### config.mk
export PLATFORM = sky130hd
export DESIGN_NAME = sfeu_exc_unit
export DESIGN_NICKNAME = d
export VERILOG_FILES = /design/src/logic/sfeu_pkg.sv /design/src/logic/sfeu_fp_class.sv /design/src/logic/sfeu_exc_unit.sv
export SDC_FILE = /design/constraint.sdc
export NUM_CORES = 1
export LEC_CHECK = 0
export ABC_AREA = 1
export ABC_CLOCK_PERIOD_IN_PS = 1500
export BUFFER_PORTS_ARGS = -buffer_cell sky130_fd_sc_hd__buf_4
export CAP_MARGIN = 20
export CORE_ASPECT_RATIO = 1.4
export CORE_MARGIN = 3
export CORE_UTILIZATION = 50
export CTS_CLUSTER_SIZE = 12
export DETAILED_ROUTE_END_ITERATION = 16
export GPL_TIMING_DRIVEN = 0
export PLACE_DENSITY = 0.82
export SLEW_MARGIN = 20
export SYNTH_ARGS = -nofsm -noshare
export SYNTH_HDL_FRONTEND = slang
export SYNTH_SLANG_ARGS = --single-unit
### constraint.sdc
create_clock -name i_clk_sys -period 1.5 [get_ports i_clk_sys]
set_input_delay 0.075 -clock i_clk_sys [delete_from_list [all_inputs] [get_ports i_clk_sys]]
set_output_delay 0.075 -clock i_clk_sys [all_outputs]
set_load 0.02 [all_outputs]
### src/logic/sfeu_pkg.sv
// constants, field positions and codes shared by the vector fp exception unit
// assumes single-precision operands and one operation presented per cycle
package sfeu_pkg;

   localparam int FP_W  = 32;
   localparam int CSR_W = 16;
   localparam int EXC_N = 6;

   // control/status field positions
   localparam int BIT_INVALID_FLAG   = 0;
   localparam int BIT_SUBNORM_FLAG   = 1;
   localparam int BIT_ZDIV_FLAG      = 2;
   localparam int BIT_OVERFLOW_FLAG  = 3;
   localparam int BIT_UNDERFLOW_FLAG = 4;
   localparam int BIT_PRECISION_FLAG = 5;
   localparam int BIT_DAZ            = 6;
   localparam int BIT_INVALID_MASK   = 7;
   localparam int BIT_SUBNORM_MASK   = 8;
   localparam int BIT_ZDIV_MASK      = 9;
   localparam int BIT_OVERFLOW_MASK  = 10;
   localparam int BIT_UNDERFLOW_MASK = 11;
   localparam int BIT_PRECISION_MASK = 12;
   localparam int BIT_FTZ            = 15;
   localparam int FLAG_LO            = BIT_INVALID_FLAG;
   localparam int MASK_LO            = BIT_INVALID_MASK;

   localparam logic [CSR_W-1:0] CSR_RESET = 16'h1F80;

   // single-precision layout
   localparam int FP_SIGN  = 31;
   localparam int EXP_HI   = 30;
   localparam int EXP_LO   = 23;
   localparam int FRAC_HI  = 22;
   localparam int QUIET_BIT = 22;
   localparam logic [7:0]       EXP_ONES   = 8'hFF;
   localparam logic [7:0]       EXP_ZERO   = 8'h00;
   localparam logic [22:0]      FRAC_ZERO  = 23'h00_0000;
   localparam logic [FP_W-1:0]  QNAN_INDEF = 32'hFFC0_0000;
   localparam logic [FP_W-1:0]  INT_INDEF  = 32'h8000_0000;
   localparam logic [FP_W-1:0]  MASK_ONES  = 32'hFFFF_FFFF;
   localparam logic [FP_W-1:0]  MASK_ZERO  = 32'h0000_0000;

   // arithmetic status pattern for an unordered compare (zero, parity, carry)
   localparam logic [2:0] ARITH_UNORDERED = 3'h7;

   typedef enum logic [3:0] {
      OP_ADD     = 4'h0,
      OP_SUB     = 4'h1,
      OP_MUL     = 4'h2,
      OP_DIV     = 4'h3,
      OP_ADDSUB  = 4'h4,
      OP_HADD    = 4'h5,
      OP_HSUB    = 4'h6,
      OP_SQRT    = 4'h7,
      OP_MAX     = 4'h8,
      OP_MIN     = 4'h9,
      OP_CMP     = 4'hA,
      OP_CVT_FP  = 4'hB,
      OP_COMI    = 4'hC,
      OP_CVT_INT = 4'hD,
      OP_FIST    = 4'hE,
      OP_OTHER   = 4'hF
   } sfeu_op_t;

   typedef enum logic [2:0] {
      PRED_EQ    = 3'h0,
      PRED_LT    = 3'h1,
      PRED_LE    = 3'h2,
      PRED_UNORD = 3'h3,
      PRED_NEQ   = 3'h4,
      PRED_NLT   = 3'h5,
      PRED_NLE   = 3'h6,
      PRED_ORD   = 3'h7
   } sfeu_pred_t;

endpackage

### src/logic/sfeu_fp_class.sv
// classifies one single-precision operand and forms its quieted copy
// assumes a purely combinational use by the exception unit
`timescale 1ns/1ps
module sfeu_fp_class
   import sfeu_pkg::*;
(
   input  wire logic [FP_W-1:0] i_val,
   output logic                 o_nan,
   output logic                 o_snan,
   output logic                 o_inf,
   output logic                 o_zero,
   output logic                 o_sign,
   output logic [FP_W-1:0]      o_quiet
);
   wire logic exp_ones  = (i_val[EXP_HI:EXP_LO] == EXP_ONES);
   wire logic exp_zero  = (i_val[EXP_HI:EXP_LO] == EXP_ZERO);
   wire logic frac_zero = (i_val[FRAC_HI:0] == FRAC_ZERO);

   assign o_nan   = exp_ones & ~frac_zero;
   assign o_snan  = o_nan & ~i_val[QUIET_BIT];
   assign o_inf   = exp_ones & frac_zero;
   assign o_zero  = exp_zero & frac_zero;
   assign o_sign  = i_val[FP_SIGN];
   assign o_quiet = i_val | (FP_W'(1) << QUIET_BIT);
endmodule

### src/logic/sfeu_exc_unit.sv
// vector floating-point exception unit: detection, masked response, flags, faults
// assumes the datapath presents one completed operation per cycle with its
// other-class conditions already detected; software loads/stores the csr
//
// Notes on behaviour
// - six exception classes are kept apart
// - fault reported together with o_done, the cycle after the op is taken
// - each class has sticky flag and mask
// - masks written by load; all read back
// - unmasked with os enable raises vector fault
// - os enable clear raises undefined-opcode fault
// - invalid flag bit 0, mask bit 7
// - masked response overwrites the destination register
// - arithmetic signalling nan returns quieted nan
// - sqrt snan quieted; negative gives indefinite
// - max/min with nan returns second source
// - compare nan gives zeros, four predicates ones
// - precision conversion snan returns quieted nan
// - ordered compare nan sets unordered status
// - infinity and zero misuse returns indefinite
// - bad integer conversion returns integer indefinite
// - unmasked invalid faults, leaves operands untouched
// - quiet nan alone raises invalid only for compares and integer conversion
// - ordered and four predicate compares trap qnan
// - invalid ignores flush and denormal controls
// - truncating integer store raises no vector exception
// - subnormal flag bit 1, mask 8
// - zero-divide flag bit 2, mask 9
// - overflow flag bit 3, mask 10
// - underflow flag bit 4, mask 11
`timescale 1ns/1ps
module sfeu_exc_unit
   import sfeu_pkg::*;
(
   input  wire logic               i_clk_sys,
   input  wire logic               i_rst_n,
   input  wire logic               i_ce,
   input  wire logic               i_op_valid,
   input  wire logic [3:0]         i_op,
   input  wire logic [2:0]         i_pred,
   input  wire logic [FP_W-1:0]    i_src1,
   input  wire logic [FP_W-1:0]    i_src2,
   input  wire logic [FP_W-1:0]    i_nominal,
   input  wire logic               i_int_range_err,
   input  wire logic [4:0]         i_other_exc,
   input  wire logic               i_os_vector_handler_enable,
   input  wire logic               i_csr_wr,
   input  wire logic [CSR_W-1:0]   i_csr_wdata,
   output logic [CSR_W-1:0]        o_vector_fp_ctrl_status,
   output logic                    o_done,
   output logic [FP_W-1:0]         o_result,
   output logic                    o_result_we,
   output logic [2:0]              o_arith_status_flags,
   output logic                    o_arith_status_we,
   output logic                    o_vector_fp_fault,
   output logic                    o_undefined_opcode_fault,
   output logic [EXC_N-1:0]        o_exc_detected
);

   // operand classification
   logic [1:0]            c_nan, c_snan, c_inf, c_zero, c_sign;
   logic [FP_W-1:0]       c_quiet [2];
   wire logic [FP_W-1:0]  src [2];
   assign src[0] = i_src1;
   assign src[1] = i_src2;

   genvar g;
   generate
      for (g = 0; g < 2; g++) begin : g_cls
         sfeu_fp_class u_cls (
            .i_val   (src[g]),
            .o_nan   (c_nan[g]),
            .o_snan  (c_snan[g]),
            .o_inf   (c_inf[g]),
            .o_zero  (c_zero[g]),
            .o_sign  (c_sign[g]),
            .o_quiet (c_quiet[g])
         );
      end
   endgenerate

   function automatic logic f_arith(input logic [3:0] op);
      case (op)
         OP_ADD, OP_SUB, OP_MUL, OP_DIV, OP_ADDSUB, OP_HADD, OP_HSUB: f_arith = 1'b1;
         default: f_arith = 1'b0;
      endcase
   endfunction

   function automatic logic f_add_like(input logic [3:0] op);
      f_add_like = (op == OP_ADD) | (op == OP_ADDSUB) | (op == OP_HADD);
   endfunction

   // state
   logic [CSR_W-1:0] csr_q, csr_d;
   logic [FP_W-1:0]  res_q;
   logic [2:0]       aflag_q;
   logic             done_q, res_we_q, aflag_we_q, vfault_q, udfault_q;
   logic [EXC_N-1:0] exc_q;

   wire logic take     = i_ce & i_op_valid;
   wire logic is_fist  = (i_op == OP_FIST);
   wire logic any_nan  = |c_nan;
   wire logic any_snan = |c_snan;
   wire logic two_op   = (i_op != OP_SQRT) & (i_op != OP_CVT_FP) & (i_op != OP_CVT_INT);
   wire logic nan_in   = c_nan[0] | (two_op & c_nan[1]);
   wire logic snan_in  = c_snan[0] | (two_op & c_snan[1]);

   // invalid detection; daz/ftz bits never enter these terms
   wire logic pred_qtrap = (i_pred == PRED_LT) | (i_pred == PRED_LE) |
                           (i_pred == PRED_NLT) | (i_pred == PRED_NLE);
   wire logic pred_ones  = (i_pred == PRED_NEQ) | (i_pred == PRED_UNORD) |
                           (i_pred == PRED_NLT) | (i_pred == PRED_NLE);
   wire logic inv_snan   = snan_in & (f_arith(i_op) | (i_op == OP_SQRT) | (i_op == OP_MAX) |
                           (i_op == OP_MIN) | (i_op == OP_CMP) | (i_op == OP_CVT_FP) |
                           (i_op == OP_COMI));
   wire logic inv_qnan   = any_nan & ((i_op == OP_COMI) | ((i_op == OP_CMP) & pred_qtrap));
   wire logic sign_diff  = c_sign[0] ^ c_sign[1];
   wire logic inf_add    = (&c_inf) & ((f_add_like(i_op) & sign_diff) |
                           (~f_add_like(i_op) & f_arith(i_op) & (i_op != OP_MUL) &
                            (i_op != OP_DIV) & ~sign_diff));
   wire logic inf_mul    = (i_op == OP_MUL) & ((c_inf[0] & c_zero[1]) | (c_zero[0] & c_inf[1]));
   wire logic inf_div    = (i_op == OP_DIV) & ((&c_zero) | (&c_inf));
   wire logic sqrt_neg   = (i_op == OP_SQRT) & c_sign[0] & ~c_nan[0] & ~c_zero[0];
   wire logic cvt_bad    = (i_op == OP_CVT_INT) & (c_nan[0] | c_inf[0] | i_int_range_err);
   wire logic indef      = ~snan_in & (inf_add | inf_mul | inf_div | sqrt_neg);
   wire logic invalid    = inv_snan | inv_qnan | indef | cvt_bad;

   // six separate event classes; truncating integer store reports none
   wire logic [EXC_N-1:0] events = is_fist ? '0 : {i_other_exc[4], i_other_exc[3],
                                   i_other_exc[2], i_other_exc[1], i_other_exc[0],
                                   invalid};
   wire logic [EXC_N-1:0] masks    = csr_q[MASK_LO +: EXC_N];
   wire logic [EXC_N-1:0] unmasked = events & ~masks;
   wire logic             fault    = |unmasked;

   // masked response selection
   wire logic [FP_W-1:0] snan_q  = c_snan[0] ? c_quiet[0] : c_quiet[1];
   wire logic [FP_W-1:0] cmp_val = pred_ones ? MASK_ONES : MASK_ZERO;
   logic [FP_W-1:0] resp;
   always_comb begin
      resp = i_nominal;
      if (is_fist) begin
         resp = i_nominal;
      end else if ((i_op == OP_MAX) | (i_op == OP_MIN)) begin
         if (nan_in) resp = i_src2;
      end else if (i_op == OP_CMP) begin
         if (nan_in) resp = cmp_val;
      end else if (cvt_bad) begin
         resp = INT_INDEF;
      end else if (inv_snan & (f_arith(i_op) | (i_op == OP_SQRT) | (i_op == OP_CVT_FP))) begin
         resp = snan_q;
      end else if (indef) begin
         resp = QNAN_INDEF;
      end
   end

   wire logic writes_dest = (i_op != OP_COMI) & (i_op != OP_OTHER);
   wire logic do_write    = ~fault & writes_dest;
   wire logic do_status   = ~fault & (i_op == OP_COMI);

   // csr: software load replaces, detected events set; set wins over clear
   always_comb begin
      csr_d = i_csr_wr ? i_csr_wdata : csr_q;
      if (take) begin
         csr_d[FLAG_LO +: EXC_N] = csr_d[FLAG_LO +: EXC_N] | events;
      end
   end

   always_ff @(posedge i_clk_sys or negedge i_rst_n) begin
      if (!i_rst_n) begin
         csr_q <= CSR_RESET;
      end else if (i_ce) begin
         csr_q <= csr_d;
      end
   end

   always_ff @(posedge i_clk_sys or negedge i_rst_n) begin
      if (!i_rst_n) begin
         done_q     <= 1'b0;
         res_we_q   <= 1'b0;
         aflag_we_q <= 1'b0;
         vfault_q   <= 1'b0;
         udfault_q  <= 1'b0;
         exc_q      <= '0;
      end else if (i_ce) begin
         done_q     <= i_op_valid;
         res_we_q   <= i_op_valid & do_write;
         aflag_we_q <= i_op_valid & do_status;
         vfault_q   <= i_op_valid & fault & i_os_vector_handler_enable;
         udfault_q  <= i_op_valid & fault & ~i_os_vector_handler_enable;
         exc_q      <= i_op_valid ? events : '0;
      end
   end

   always_ff @(posedge i_clk_sys or negedge i_rst_n) begin
      if (!i_rst_n) begin
         res_q   <= '0;
         aflag_q <= '0;
      end else if (take) begin
         res_q   <= resp;
         aflag_q <= nan_in ? ARITH_UNORDERED : i_nominal[2:0];
      end
   end

   assign o_vector_fp_ctrl_status  = csr_q;
   assign o_done                   = done_q;
   assign o_result                 = res_q;
   assign o_result_we              = res_we_q;
   assign o_arith_status_flags     = aflag_q;
   assign o_arith_status_we        = aflag_we_q;
   assign o_vector_fp_fault        = vfault_q;
   assign o_undefined_opcode_fault = udfault_q;
   assign o_exc_detected           = exc_q;
endmodule

==> results.md, run 1 <==
- Final core occ: 0.802
- Fin. max-slew vios: 0
- H-tree Lvls: 3
- Die Area: between 10,000 and 15,000 sq um
- Antenna viol nets, final: 0
- Clock Skews: roughly 6.6 ps
- Initial antenna violation count: 0
- Std-Cell Core Area: ~9600 sq um
- Post-Route WL: 18,900 microns
- Overall routing resource usage: 0.324
- Cell mode on critical path: nand2_1
- Comb pwr share: 0.317
- Fin crit share: 1.05
- Distinct cells, synth: 35
- Final hold slack: -3.00 ps
- I/O Pins: roughly 190
- Post-synthesis mux area share: 0
- Clk pwr share: 0.340
- DRC errors left: 0
- Hold WC Path Type: input pin to register
- Vias: around 6.6k
- Nets@finish: around 1.2k
- Final setup fails: 7
- Slew margin rel.: 0.489
- XOR/XNOR Fraction of Synth Area: 0.00353
- Slowest stage cell, crit path: nor2_4
- Vias in the first global route: between 6k and 7k
- Post-Synth Adder-Cell Area: 0.0101
- Share of post-route cells with drive strength above 1: 0.318
- Largest family of logic cells by synthesized area: simple AND/OR/NAND/NOR gates
- Seq/Total Area, Yosys: 0.314
- Setup WS post-layout: -71.1 ps
- Pint: about 4.1 mW
- Leak: between 4 and 5 nW
- 1st-iter DRT viols: roughly 530
- Mean area per synthesized cell: around 5.9 sq um
- # diodes: 0
- Most frequent cells in the layout: nand2_1, buf_4, nand3_1
- Clock net sink count: slightly above 60
- Drt pass-1 iters: 6
- MaxCap Viol Count: 0
- DIE HEIGHT: around 120 microns
- Largest net degree at the start of global routing: 63
- Power Dens Cells: 778 nW/um^2
- Max Fclk: about 0.64 GHz
- Initial Utilization: 0.519
- Delay-heaviest family, CP: simple AND/OR/NAND/NOR gates
- Worst path max stage delay: 160 ps
- Vias per inst: 5.41
- Routability congestion estimate from global placement: about 0.95
- CTS root buffer: clkbuf_16
- Total negative slack: -245 ps
- Final global-route overflow total: 0
- WP data required: 1720 ps
- CP Buf/Inv Count: 3
- Port bufs: 192
- Syn Nets: 971
- Synthesis-to-finish area growth: 54.4%
- Setup crit end kind: register
- Setup crit start kind: input pin
- Syn. warnings: 0
- Worst vdd ir: between 0.6 and 0.7 mV
- #FFs+latches synth: 62
- Failing checks: negative hold slack, negative setup slack
- Switching share of power: 0.321
- Cts bufs inserted: 9
- Simple-gate share of the synthesized area: 0.501
- Reg clk slew, reported paths: around 50 ps
- Most common cell after layout, fill and taps aside: nand2_1
- Status: complete, but fails checks
- Register-to-register path setup slack: roughly 240 ps
- Part of the power in registers: 0.343
- Crit path max fanout: 6
- Fin. Hold Viols: 1
- TritonCTS clock tree: done
- RSZ-0062 raised after global routing: yes
- Post-Syn Instances: about 840
- Routed len/inst: around 16 microns
- Critical path arrival: roughly 1800 ps
- Clk buf depth: 2
- Critical-path cell list: buf_8 > nor2_4 > nand2_2 > nor2_4 > nand3_4 > buf_6 > nand4_1 > nand2_4 > nand3_4 > buf_6 > a21oi_2 > nor2_1 > nand2_1 > nand2_1 > nand2_1 > nand2_1 > nand2_1
- Synthesized cell area: between 4000 and 5000 sq um
- Synth Area in Compound Gates: 0.0904
- Clk_lat worst skew: roughly 330 ps
- NetSw: approximately 1.9 mW
- Fin crit period: around 1600 ps
- First-pass GRT wire length: between 20,000 and 30,000 microns
- Tightest Pin Transition: between 700 and 800 ps
- CP Class: input pin to register
- Chip Width: roughly 90 microns
- Post-DP HPWL: about 14,000 microns
- Row count: 42
==> cell families after synthesis <==
family	after synthesis
AND/OR/NAND/NOR	597
buffers and inverters	93
AO/OA/AOI/OAI	78
flip-flops	62
adder cells (fa/ha/maj)	4
XOR/XNOR	2
==> per-layer routing <==
| layer | up-vias | routed length, microns | track usage |
|---|---|---|---|
| met2 | 383 | 9500 | 0.578 |
| met4 | 0 | 839 | 0.155 |
| met5 | - | 0 | 0 |
| met3 | 58 | 1560 | 0.0526 |
| li1 | 3181 | - | - |
| met1 | 2937 | 6960 | 0.382 |
==> final timing paths <==
check	endpoint	from	cells past startpoint
worst min-delay path	o_vector_fp_ctrl_status[0]	i_csr_wdata[0]	3
min in group asynchronous	o_exc_detected[1]	i_rst_n	2
worst max register to register	o_undefined_opcode_fault	o_vector_fp_ctrl_status[9]	5
worst min register to register	o_done	o_done	2
worst max-delay path	o_result[31]	i_src2[21]	17
max in group asynchronous	o_vector_fp_ctrl_status[14]	i_rst_n	2
==> power groups by stage <==
stage	Combinational (mW)	Clock, mW	Sequential [mW]
after global placement	1.70	0	2.06
after floorplan	0.572	0	2.32
after CTS	1.78	2.06	2.04
after global routing	2.05	2.13	2.07
final	1.89	2.03	2.04
after detailed placement	1.72	0	2.07
==> metrics by stage <==
stage          hold WS, ps  cells  setup slack [ps]  area (sq um)  power [mW]
5_1_grt               10.6   1212              -162          7670        6.25
4_1_cts               12.5   1203             -9.61          7270        5.89
6_report             -3.00   1212             -71.1          7670        5.97
3_5_place_dp           195   1160              -633          6570        3.79
2_1_floorplan         -221    836              3.39          4970        2.89
3_3_place_gp           191   1160              -610          6570        3.76
==> registers in the layout, indices dropped and copies added (netlist names), 3 cells and up <==
signal                   cells
o_arith_status_flags         3
o_exc_detected               6
o_result                    32
o_vector_fp_ctrl_status     16
==> final cells by class <==
class | count | area (sq um)
Timing Repair Buffer | 228 | 1820
Fill cell | 739 | 1890
Sequential cell | 62 | 1560
Inverter | 47 | 184
Buffer | 45 | 288
Tap cell | 132 | 165
Clock buffer | 12 | 246
Multi-Input combinational cell | 682 | 3360
Clock inverter | 4 | 47.5
==> worst min-delay path, stage by stage <==
cell	delay, ps
buf_4	80
nor2_1	40
o21ai_2	90
==> cells in the mapped netlist <==
cell	instances	area, sq um
nand2_1	371	1390
nand3_1	106	531
nor2_1	85	319
dfrtp_1	56	1400
inv_1	40	150
a21oi_1	33	165
o21ai_0	23	115
buf_2	19	95.1
clkbuf_1	19	71.3
nand4_1	18	113
o211ai_1	12	90.1
dfstp_2	6	158
inv_2	6	22.5
a21o_1	5	37.5
ha_1	4	50.1
buf_1	3	11.3
buf_6	3	33.8
nand2_2	3	18.8
nor2_2	3	18.8
buf_4	2	15.0
nand3_2	2	20.0
nand3b_1	2	15.0
nor3_1	2	10.0
o22ai_1	2	12.5
a21oi_4	1	16.3
a22oi_1	1	7.51
clkinv_1	1	3.75
nand2_4	1	11.3
nand3_4	1	17.5
nor3_2	1	10.0
nor4_1	1	6.26
o21ai_1	1	5.00
or2_2	1	6.26
xnor2_1	1	8.76
xor2_1	1	8.76
==> repair_timing <==
action,CTS,global route
hold endpoints to repair,72,0
setup endpoints to repair,38,39
gates resized for setup,43,117
gates cloned,3,1
pin swaps,18,39
buffers inserted,8,8
hold buffers,17,0
Note: power is estimated with default switching activity, not from simulation.
==> run 2: changes to the inputs <==
--- a/config.mk
+++ b/config.mk
@@ -14,7 +14,7 @@
 export CORE_UTILIZATION = 50
 export CTS_CLUSTER_SIZE = 12
 export DETAILED_ROUTE_END_ITERATION = 16
-export GPL_TIMING_DRIVEN = 0
+export GPL_TIMING_DRIVEN = 1
 export PLACE_DENSITY = 0.82
 export SLEW_MARGIN = 20
 export SYNTH_ARGS = -nofsm -noshare
==> run 2 against run 1 <==
The run ends with negative setup slack left. Register-to-register slack hardly changed. First-iteration DRC count is 40% higher. Critical path type unchanged. Final cell count is 4.0% higher. Clock power is 5% lower. Clock skew hardly changed. Wire length is 16% higher.
==> results.md, run 2 (synthesis results as in run 1) <==
- Total negative slack: -1530 ps (was -245 ps)
- Port bufs: 192 (unchanged)
- Fin. Hold Viols: 0 (was 1)
- Std-Cell Core Area: 9560 sq um (unchanged)
- Cts bufs inserted: 9 (unchanged)
- WP data required: 1710 ps (was 1720 ps)
- Vias per inst: 5.66 (was 5.41)
- Synthesis-to-finish area growth: 68.9% (was 54.4%)
- Pint: 4.06 mW (was 4.05 mW)
- Final global-route overflow total: 0 (unchanged)
- I/O Pins: 193 (unchanged)
- Critical path arrival: 1870 ps (was 1790 ps)
- Switching share of power: 0.332 (was 0.321)
- Post-Route WL: 22,000 microns (was 18,900 microns)
- Fin. max-slew vios: 0 (unchanged)
- H-tree Lvls: 3 (unchanged)
- NetSw: 2.02 mW (was 1.91 mW)
- Register-to-register path setup slack: 240 ps (about the same)
- Clk buf depth: 2 (unchanged)
- Antenna viol nets, final: 0 (unchanged)
- Slowest stage cell, crit path: nor2_1 (was nor2_4)
- RSZ-0062 raised after global routing: yes (unchanged)
- Most frequent cells in the layout: nand2_1, buf_4, nand3_1 (unchanged)
- Final setup fails: 35 (was 7)
- Routed len/inst: 17.4 microns (was 15.6 microns)
- Reg clk slew, reported paths: 50 ps (about the same)
- Fin crit share: 1.10 (was 1.05)
- Setup crit end kind: register (unchanged)
- Initial antenna violation count: 0 (unchanged)
- Critical-path cell list: buf_4 > nor2_2 > nand2_1 > nor2_4 > nand3_4 > nand2_4 > inv_4 > nand2_4 > nand2_4 > nand3_4 > buf_12 > a21oi_2 > nor2_1 > nand2_1 > nand2_1 > nand2_1 > nand2_1 > nand2_1 (was buf_8 > nor2_4 > nand2_2 > nor2_4 > nand3_4 > buf_6 > nand4_1 > nand2_4 > nand3_4 > buf_6 > a21oi_2 > nor2_1 > nand2_1 > nand2_1 > nand2_1 > nand2_1 > nand2_1)
- CP Class: input pin to register (unchanged)
- Leak: 4.54 nW (was 4.10 nW)
- Drt pass-1 iters: 5 (was 6)
- Post-DP HPWL: 13,500 microns (was 13,900 microns)
- 1st-iter DRT viols: 743 (was 529)
- CP Buf/Inv Count: 3 (unchanged)
- Max Fclk: 0.604 GHz (was 0.636 GHz)
- Fillers: 534 (was 739)
- First-pass GRT wire length: 28,900 microns (was 29,300 microns)
- Reg2Reg Depth: 5 (unchanged)
- Worst vdd ir: 0.420 mV (was 0.619 mV)
- Fin crit period: 1660 ps (was 1570 ps)
- Setup crit start kind: input pin (unchanged)
- Hold WC Path Type: input pin to register (unchanged)
- Cell mode on critical path: nand2_1 (unchanged)
- Clk_lat worst skew: 330 ps (about the same)
- Share of post-route cells with drive strength above 1: 0.380 (was 0.318)
- Inst Count DP: 1,211 (was 1,160)
- # diodes: 0 (unchanged)
- DRC errors left: 0 (unchanged)
- Nets@finish: 1,259 (was 1,210)
- Die Area: 11,200 sq um (unchanged)
- Non-filler cells, final: 1,261 (was 1,212)
- Row count: 42 (unchanged)
- Power Dens Cells: 724 nW/um^2 (was 778 nW/um^2)
- CTS root buffer: clkbuf_16 (unchanged)
- Crit path max fanout: 5 (was 6)
- Status: complete, but fails checks (unchanged)
- Delay-heaviest family, CP: simple AND/OR/NAND/NOR gates (unchanged)
- Max FFs per register: 32 (unchanged)
- Comb pwr share: 0.345 (was 0.317)
- Clock net sink count: 62 (unchanged)
- TritonCTS clock tree: done (unchanged)
- Initial Utilization: 0.519 (unchanged)
- Chip Width: 90.2 microns (unchanged)
- Largest net degree at the start of global routing: 46 (was 63)
- Failing checks: negative setup slack (was negative hold slack, negative setup slack)
- MaxCap Viol Count: 0 (unchanged)
- Overall routing resource usage: 0.319 (was 0.324)
- Clk pwr share: 0.315 (was 0.340)
- Worst path max stage delay: 180 ps (was 160 ps)
- Part of the power in registers: 0.339 (was 0.343)
- Setup WS post-layout: -155 ps (was -71.1 ps)
- Clock Skews: 7.10 ps (was 6.61 ps)
- Tightest Pin Transition: 894 ps (was 766 ps)
- Vias: 7,136 (was 6,559)
- Crit path depth: 18 (was 17)
- Routability congestion estimate from global placement: 0.984 (was 0.955)
- Slew margin rel.: 0.403 (was 0.489)
- Vias in the first global route: 6,015 (was 6,046)
- DIE HEIGHT: 124 microns (unchanged)
- Most common cell after layout, fill and taps aside: nand2_1 (unchanged)
- Cells on Worst Hold Path: 3 (unchanged)
[run 2: cell type report]
class / instances / area [sq um] / share of cell area
flip-flops and latches: 62 / 1560 / 0.186
multi-input cells: 683 / 3450 / 0.412
inverters: 47 / 185 / 0.0221
repair buffers: 321 / 2750 / 0.328
well taps: 132 / 165 / 0.0197
clock inverters: 2 / 10.0 / 0.00119
clock buffers: 14 / 264 / 0.0315
[run 2: metal layers]
layer	track usage	routed length, microns	up-vias	part of all wire
li1	-	-	3278	-
met1	0.385	7650	3198	0.35
met2	0.581	11100	527	0.50
met3	0.0532	2020	133	0.092
met4	0.101	1240	0	0.056
met5	0	0	-	0
[run 2: worst register-to-register path, delay by kind of cell (launching register included)]
| family | cells | cell delay [ps] |
|---|---|---|
| AO/OA/AOI/OAI | 1 | 100 |
| flip-flops | 1 | 560 |
| AND/OR/NAND/NOR | 4 | 490 |
[run 2: power groups by stage]
| stage | logic, mW | clock network, mW | registers (mW) |
|---|---|---|---|
| floorplan | 0.572 | 0 | 2.32 |
| global placement | 1.82 | 0 | 2.06 |
| detailed placement | 1.86 | 0 | 2.07 |
| CTS | 1.91 | 1.89 | 2.05 |
| global route | 2.24 | 2.00 | 2.08 |
| finish | 2.10 | 1.92 | 2.06 |
[run 2: what timing repair did]
item / CTS / global route
endpoints found under the setup margin: 38 / 39
setup buffers: 0 / 8
gates resized for setup: 16 / 141
gates cloned: 0 / 9
pin swaps: 7 / 59
hold endpoints to repair: 41 / 0
hold buffers: 17 / 0
[run 2: through the flow]
stage / power [mW] / utilization / hold slack, ps / cell area [sq um] / setup WS [ps]
final: 6.08 / 0.877 / 23.2 / 8390 / -155
after global routing: 6.32 / 0.877 / 19.4 / 8390 / -275
after CTS: 5.85 / 0.803 / 38.7 / 7680 / 5.98
after detailed placement: 3.93 / 0.751 / 32.2 / 7180 / -515
after global placement: 3.89 / 0.751 / 30.8 / 7180 / -479
after floorplan: 2.89 / - / -221 / 4970 / 3.39
[run 2: worst paths after layout]
| kind | start | to |
|---|---|---|
| max in group asynchronous | i_rst_n | o_result[31] |
| hold / removal | i_csr_wdata[0] | o_vector_fp_ctrl_status[0] |
| setup reg to reg | o_vector_fp_ctrl_status[9] | o_undefined_opcode_fault |
| hold reg to reg | o_done | o_done |
| setup / recovery | i_src1[4] | o_result[31] |
| min in group asynchronous | i_rst_n | o_exc_detected[2] |
==> run 3: changes to the inputs <==
--- a/config.mk
+++ b/config.mk
@@ -7,15 +7,14 @@
 export LEC_CHECK = 0
 export ABC_AREA = 1
 export ABC_CLOCK_PERIOD_IN_PS = 1500
-export BUFFER_PORTS_ARGS = -buffer_cell sky130_fd_sc_hd__buf_4
 export CAP_MARGIN = 20
 export CORE_ASPECT_RATIO = 1.4
 export CORE_MARGIN = 3
 export CORE_UTILIZATION = 50
 export CTS_CLUSTER_SIZE = 12
 export DETAILED_ROUTE_END_ITERATION = 16
+export DONT_BUFFER_PORTS = 1
 export GPL_TIMING_DRIVEN = 1
-export PLACE_DENSITY = 0.82
 export SLEW_MARGIN = 20
 export SYNTH_ARGS = -nofsm -noshare
 export SYNTH_HDL_FRONTEND = slang
==> run 3 against run 2 <==
The run ends with negative hold slack left. Wire length is 21% lower. Core utilization shrank 21 points. Non-clock buffer count is 224 lower. Global-route usage decreased by 2.5 points. Sequential power rose by 14%. Clock-buffer cell count shrank 3. Critical path depth is 4 lower. Total power down 6.6%. Sequential cell count did not move. Via count fell by 20%. Sequential share of layout area is 5.8 points higher. Critical endpoint is now o_undefined_opcode_fault.
==> results.md, run 3 (synthesis results as in run 1) <==
- Worst path max stage delay: 230 ps (was 180 ps)
- Die Area: 11,200 sq um (unchanged)
- # hold bufs at CTS: 31 (was 17)
- Final global-route overflow total: 0 (unchanged)
- Tightest Pin Transition: 502 ps (was 894 ps)
- Cell mode on critical path: nand2_4 (was nand2_1)
- Most frequent cells in the layout: nand2_1, nand3_1, nor2_1 (was nand2_1, buf_4, nand3_1)
- Failing checks: negative hold slack (was negative setup slack)
- DIE HEIGHT: 124 microns (unchanged)
- Setup crit end kind: register (unchanged)
- First-pass GRT wire length: 26,300 microns (was 28,900 microns)
- Most common cell after layout, fill and taps aside: nand2_1 (unchanged)
- 1st-iter DRT viols: 361 (was 743)
- Routed len/inst: 16.7 microns (was 17.4 microns)
- I/O Pins: 193 (unchanged)
- H-tree Lvls: 3 (unchanged)
- Final hold slack: -563 ps (was 23.2 ps)
- Placed inst area: 5490 sq um (was 7180 sq um)
- Setup WS post-layout: 47.7 ps (was -155 ps)
- Hold WC Path Type: input pin to asynchronous set/reset pin (was input pin to register)
- Non-filler cells, final: 1,035 (was 1,261)
- Post-DP HPWL: 12,500 microns (was 13,500 microns)
- Post-Route WL: 17,300 microns (was 22,000 microns)
- Fin. max-slew vios: 0 (unchanged)
- Multi-input logic area: 3160 sq um (was 3450 sq um)
- Crit path depth: 14 (was 18)
- Inst Count DP: 985 (was 1,211)
- Critical path arrival: 1670 ps (was 1870 ps)
- Vias in the first global route: 5,438 (was 6,015)
- Initial Utilization: 0.519 (unchanged)
- Power Dens Cells: 888 nW/um^2 (was 724 nW/um^2)
- Max Fclk: 0.689 GHz (was 0.604 GHz)
- Delay-heaviest family, CP: simple AND/OR/NAND/NOR gates (unchanged)
- Clk_lat worst skew: 330 ps (about the same)
- Reg clk slew, reported paths: 50 ps (about the same)
- Status: complete, but fails checks (unchanged)
- Fin. Hold Viols: 64 (was 0)
- Slowest stage cell, crit path: nand4_1 (was nor2_1)
- Initial antenna violation count: 0 (unchanged)
- Clock net sink count: 62 (unchanged)
- CP Class: input pin to register (unchanged)
- Routability congestion estimate from global placement: 0.943 (was 0.984)
- Final Cell Area: 6390 sq um (was 8390 sq um)
- CP Buf/Inv Count: 1 (was 3)
- DRC errors left: 0 (unchanged)
- Setup crit start kind: input pin (unchanged)
- Clk buf depth: 2 (unchanged)
- Fin crit period: 1450 ps (was 1660 ps)
- Largest net degree at the start of global routing: 63 (was 46)
- Fillers: 878 (was 534)
- Critical-path cell list: nor2_2 > nand3_2 > nor2_2 > nand3_4 > nand2_4 > inv_2 > nand2_4 > nand2_4 > a22oi_1 > nand4_1 > nand2_1 > nand2_2 > nand3b_1 > nand2_1 (was buf_4 > nor2_2 > nand2_1 > nor2_4 > nand3_4 > nand2_4 > inv_4 > nand2_4 > nand2_4 > nand3_4 > buf_12 > a21oi_2 > nor2_1 > nand2_1 > nand2_1 > nand2_1 > nand2_1 > nand2_1)
- CTS root buffer: clkbuf_16 (unchanged)
- WP data required: 1720 ps (was 1710 ps)
- Post-Place Setup Slack: -370 ps (was -515 ps)
- Antenna viol nets, final: 0 (unchanged)
- Synthesis-to-finish area growth: 28.6% (was 68.9%)
- Port bufs: 0 (was 192)
- Crit path max fanout: 4 (was 5)
- Register area: 1560 sq um (unchanged)
- Row count: 42 (unchanged)
- Max FFs per register: 32 (unchanged)
- Vias per inst: 5.53 (was 5.66)
- Final setup fails: 0 (was 35)
- Std-Cell Core Area: 9560 sq um (unchanged)
- Drt pass-1 iters: 5 (unchanged)
- Slew margin rel.: 0.663 (was 0.403)
- Cts bufs inserted: 9 (unchanged)
- Clock Skews: 5.02 ps (was 7.10 ps)
- Nets@finish: 1,033 (was 1,259)
- Overall routing resource usage: 0.294 (was 0.319)
- Fin crit share: 0.968 (was 1.10)
- TritonCTS clock tree: done (unchanged)
- Worst vdd ir: 0.495 mV (was 0.420 mV)
- Reg2Reg Depth: 3 (was 5)
- MaxCap Viol Count: 0 (unchanged)
- Leak: 3.36 nW (was 4.54 nW)
- Vias: 5,722 (was 7,136)
- Share of post-route cells with drive strength above 1: 0.151 (was 0.380)
- # diodes: 0 (unchanged)
- Chip Width: 90.2 microns (unchanged)
- Register-to-register path setup slack: 170 ps (was 240 ps)
run 3: timing repair:
item,in CTS,in global routing
cloned,0,3
gates resized for setup,1,46
buffers inserted,0,1
hold endpoints to repair,89,62
endpoints found under the setup margin,4,38
pin swaps,0,17
run 3: final timing paths:
| path | from | endpoint |
|---|---|---|
| max in group asynchronous | i_rst_n | o_vector_fp_ctrl_status[7] |
| setup / recovery | i_src1[0] | o_undefined_opcode_fault |
| min in group i_clk_sys | i_nominal[30] | o_result[30] |
| hold reg to reg | o_vector_fp_ctrl_status[7] | o_vector_fp_ctrl_status[7] |
| hold / removal | i_rst_n | o_exc_detected[5] |
| setup reg to reg | o_vector_fp_ctrl_status[4] | o_vector_fp_ctrl_status[4] |
run 3: metal layers:
layer | global-route usage | share of wire | routed length [microns] | vias up
li1 | - | - | - | 2803
met2 | 0.517 | 0.50 | 8710 | 277
met3 | 0.0701 | 0.090 | 1560 | 47
met1 | 0.342 | 0.37 | 6470 | 2595
met4 | 0.129 | 0.032 | 560 | 0
met5 | 0 | 0 | 0 | -
run 3: layout make-up:
| type | count | area share |
|---|---|---|
| repair buffers | 97 | 0.153 |
| flip-flops and latches | 62 | 0.244 |
| clock inverters | 5 | 0.0166 |
| multi-input cells | 681 | 0.495 |
| inverters | 47 | 0.0276 |
| clock buffers | 11 | 0.0380 |
| well taps | 132 | 0.0259 |
run 3: metrics by stage:
step	hold slack (ps)	power, mW	util	TNS (ps)
final	-563	5.68	0.668	0
after global routing	-576	5.94	0.668	-140
after CTS	-573	5.68	0.643	0
after detailed placement	-219	3.19	0.574	-9750
after global placement	-219	3.17	0.574	-9610
after floorplan	-221	2.89	-	0
run 3: where the power goes:
part	leakage [nW]	total (mW)	internal, mW	switching, mW
Clock	0.166	2.39	1.67	0.719
Sequential	0.755	2.34	1.91	0.434
Combinational	2.43	0.948	0.420	0.528
Total	3.36	5.68	3.99	1.68
run 3: worst reg2reg max path: cells and delay by family, from the launching register on:
kind          cells  cell delay (ps)
simple gates      2              180
buf+inv           1              560
flops             1              460
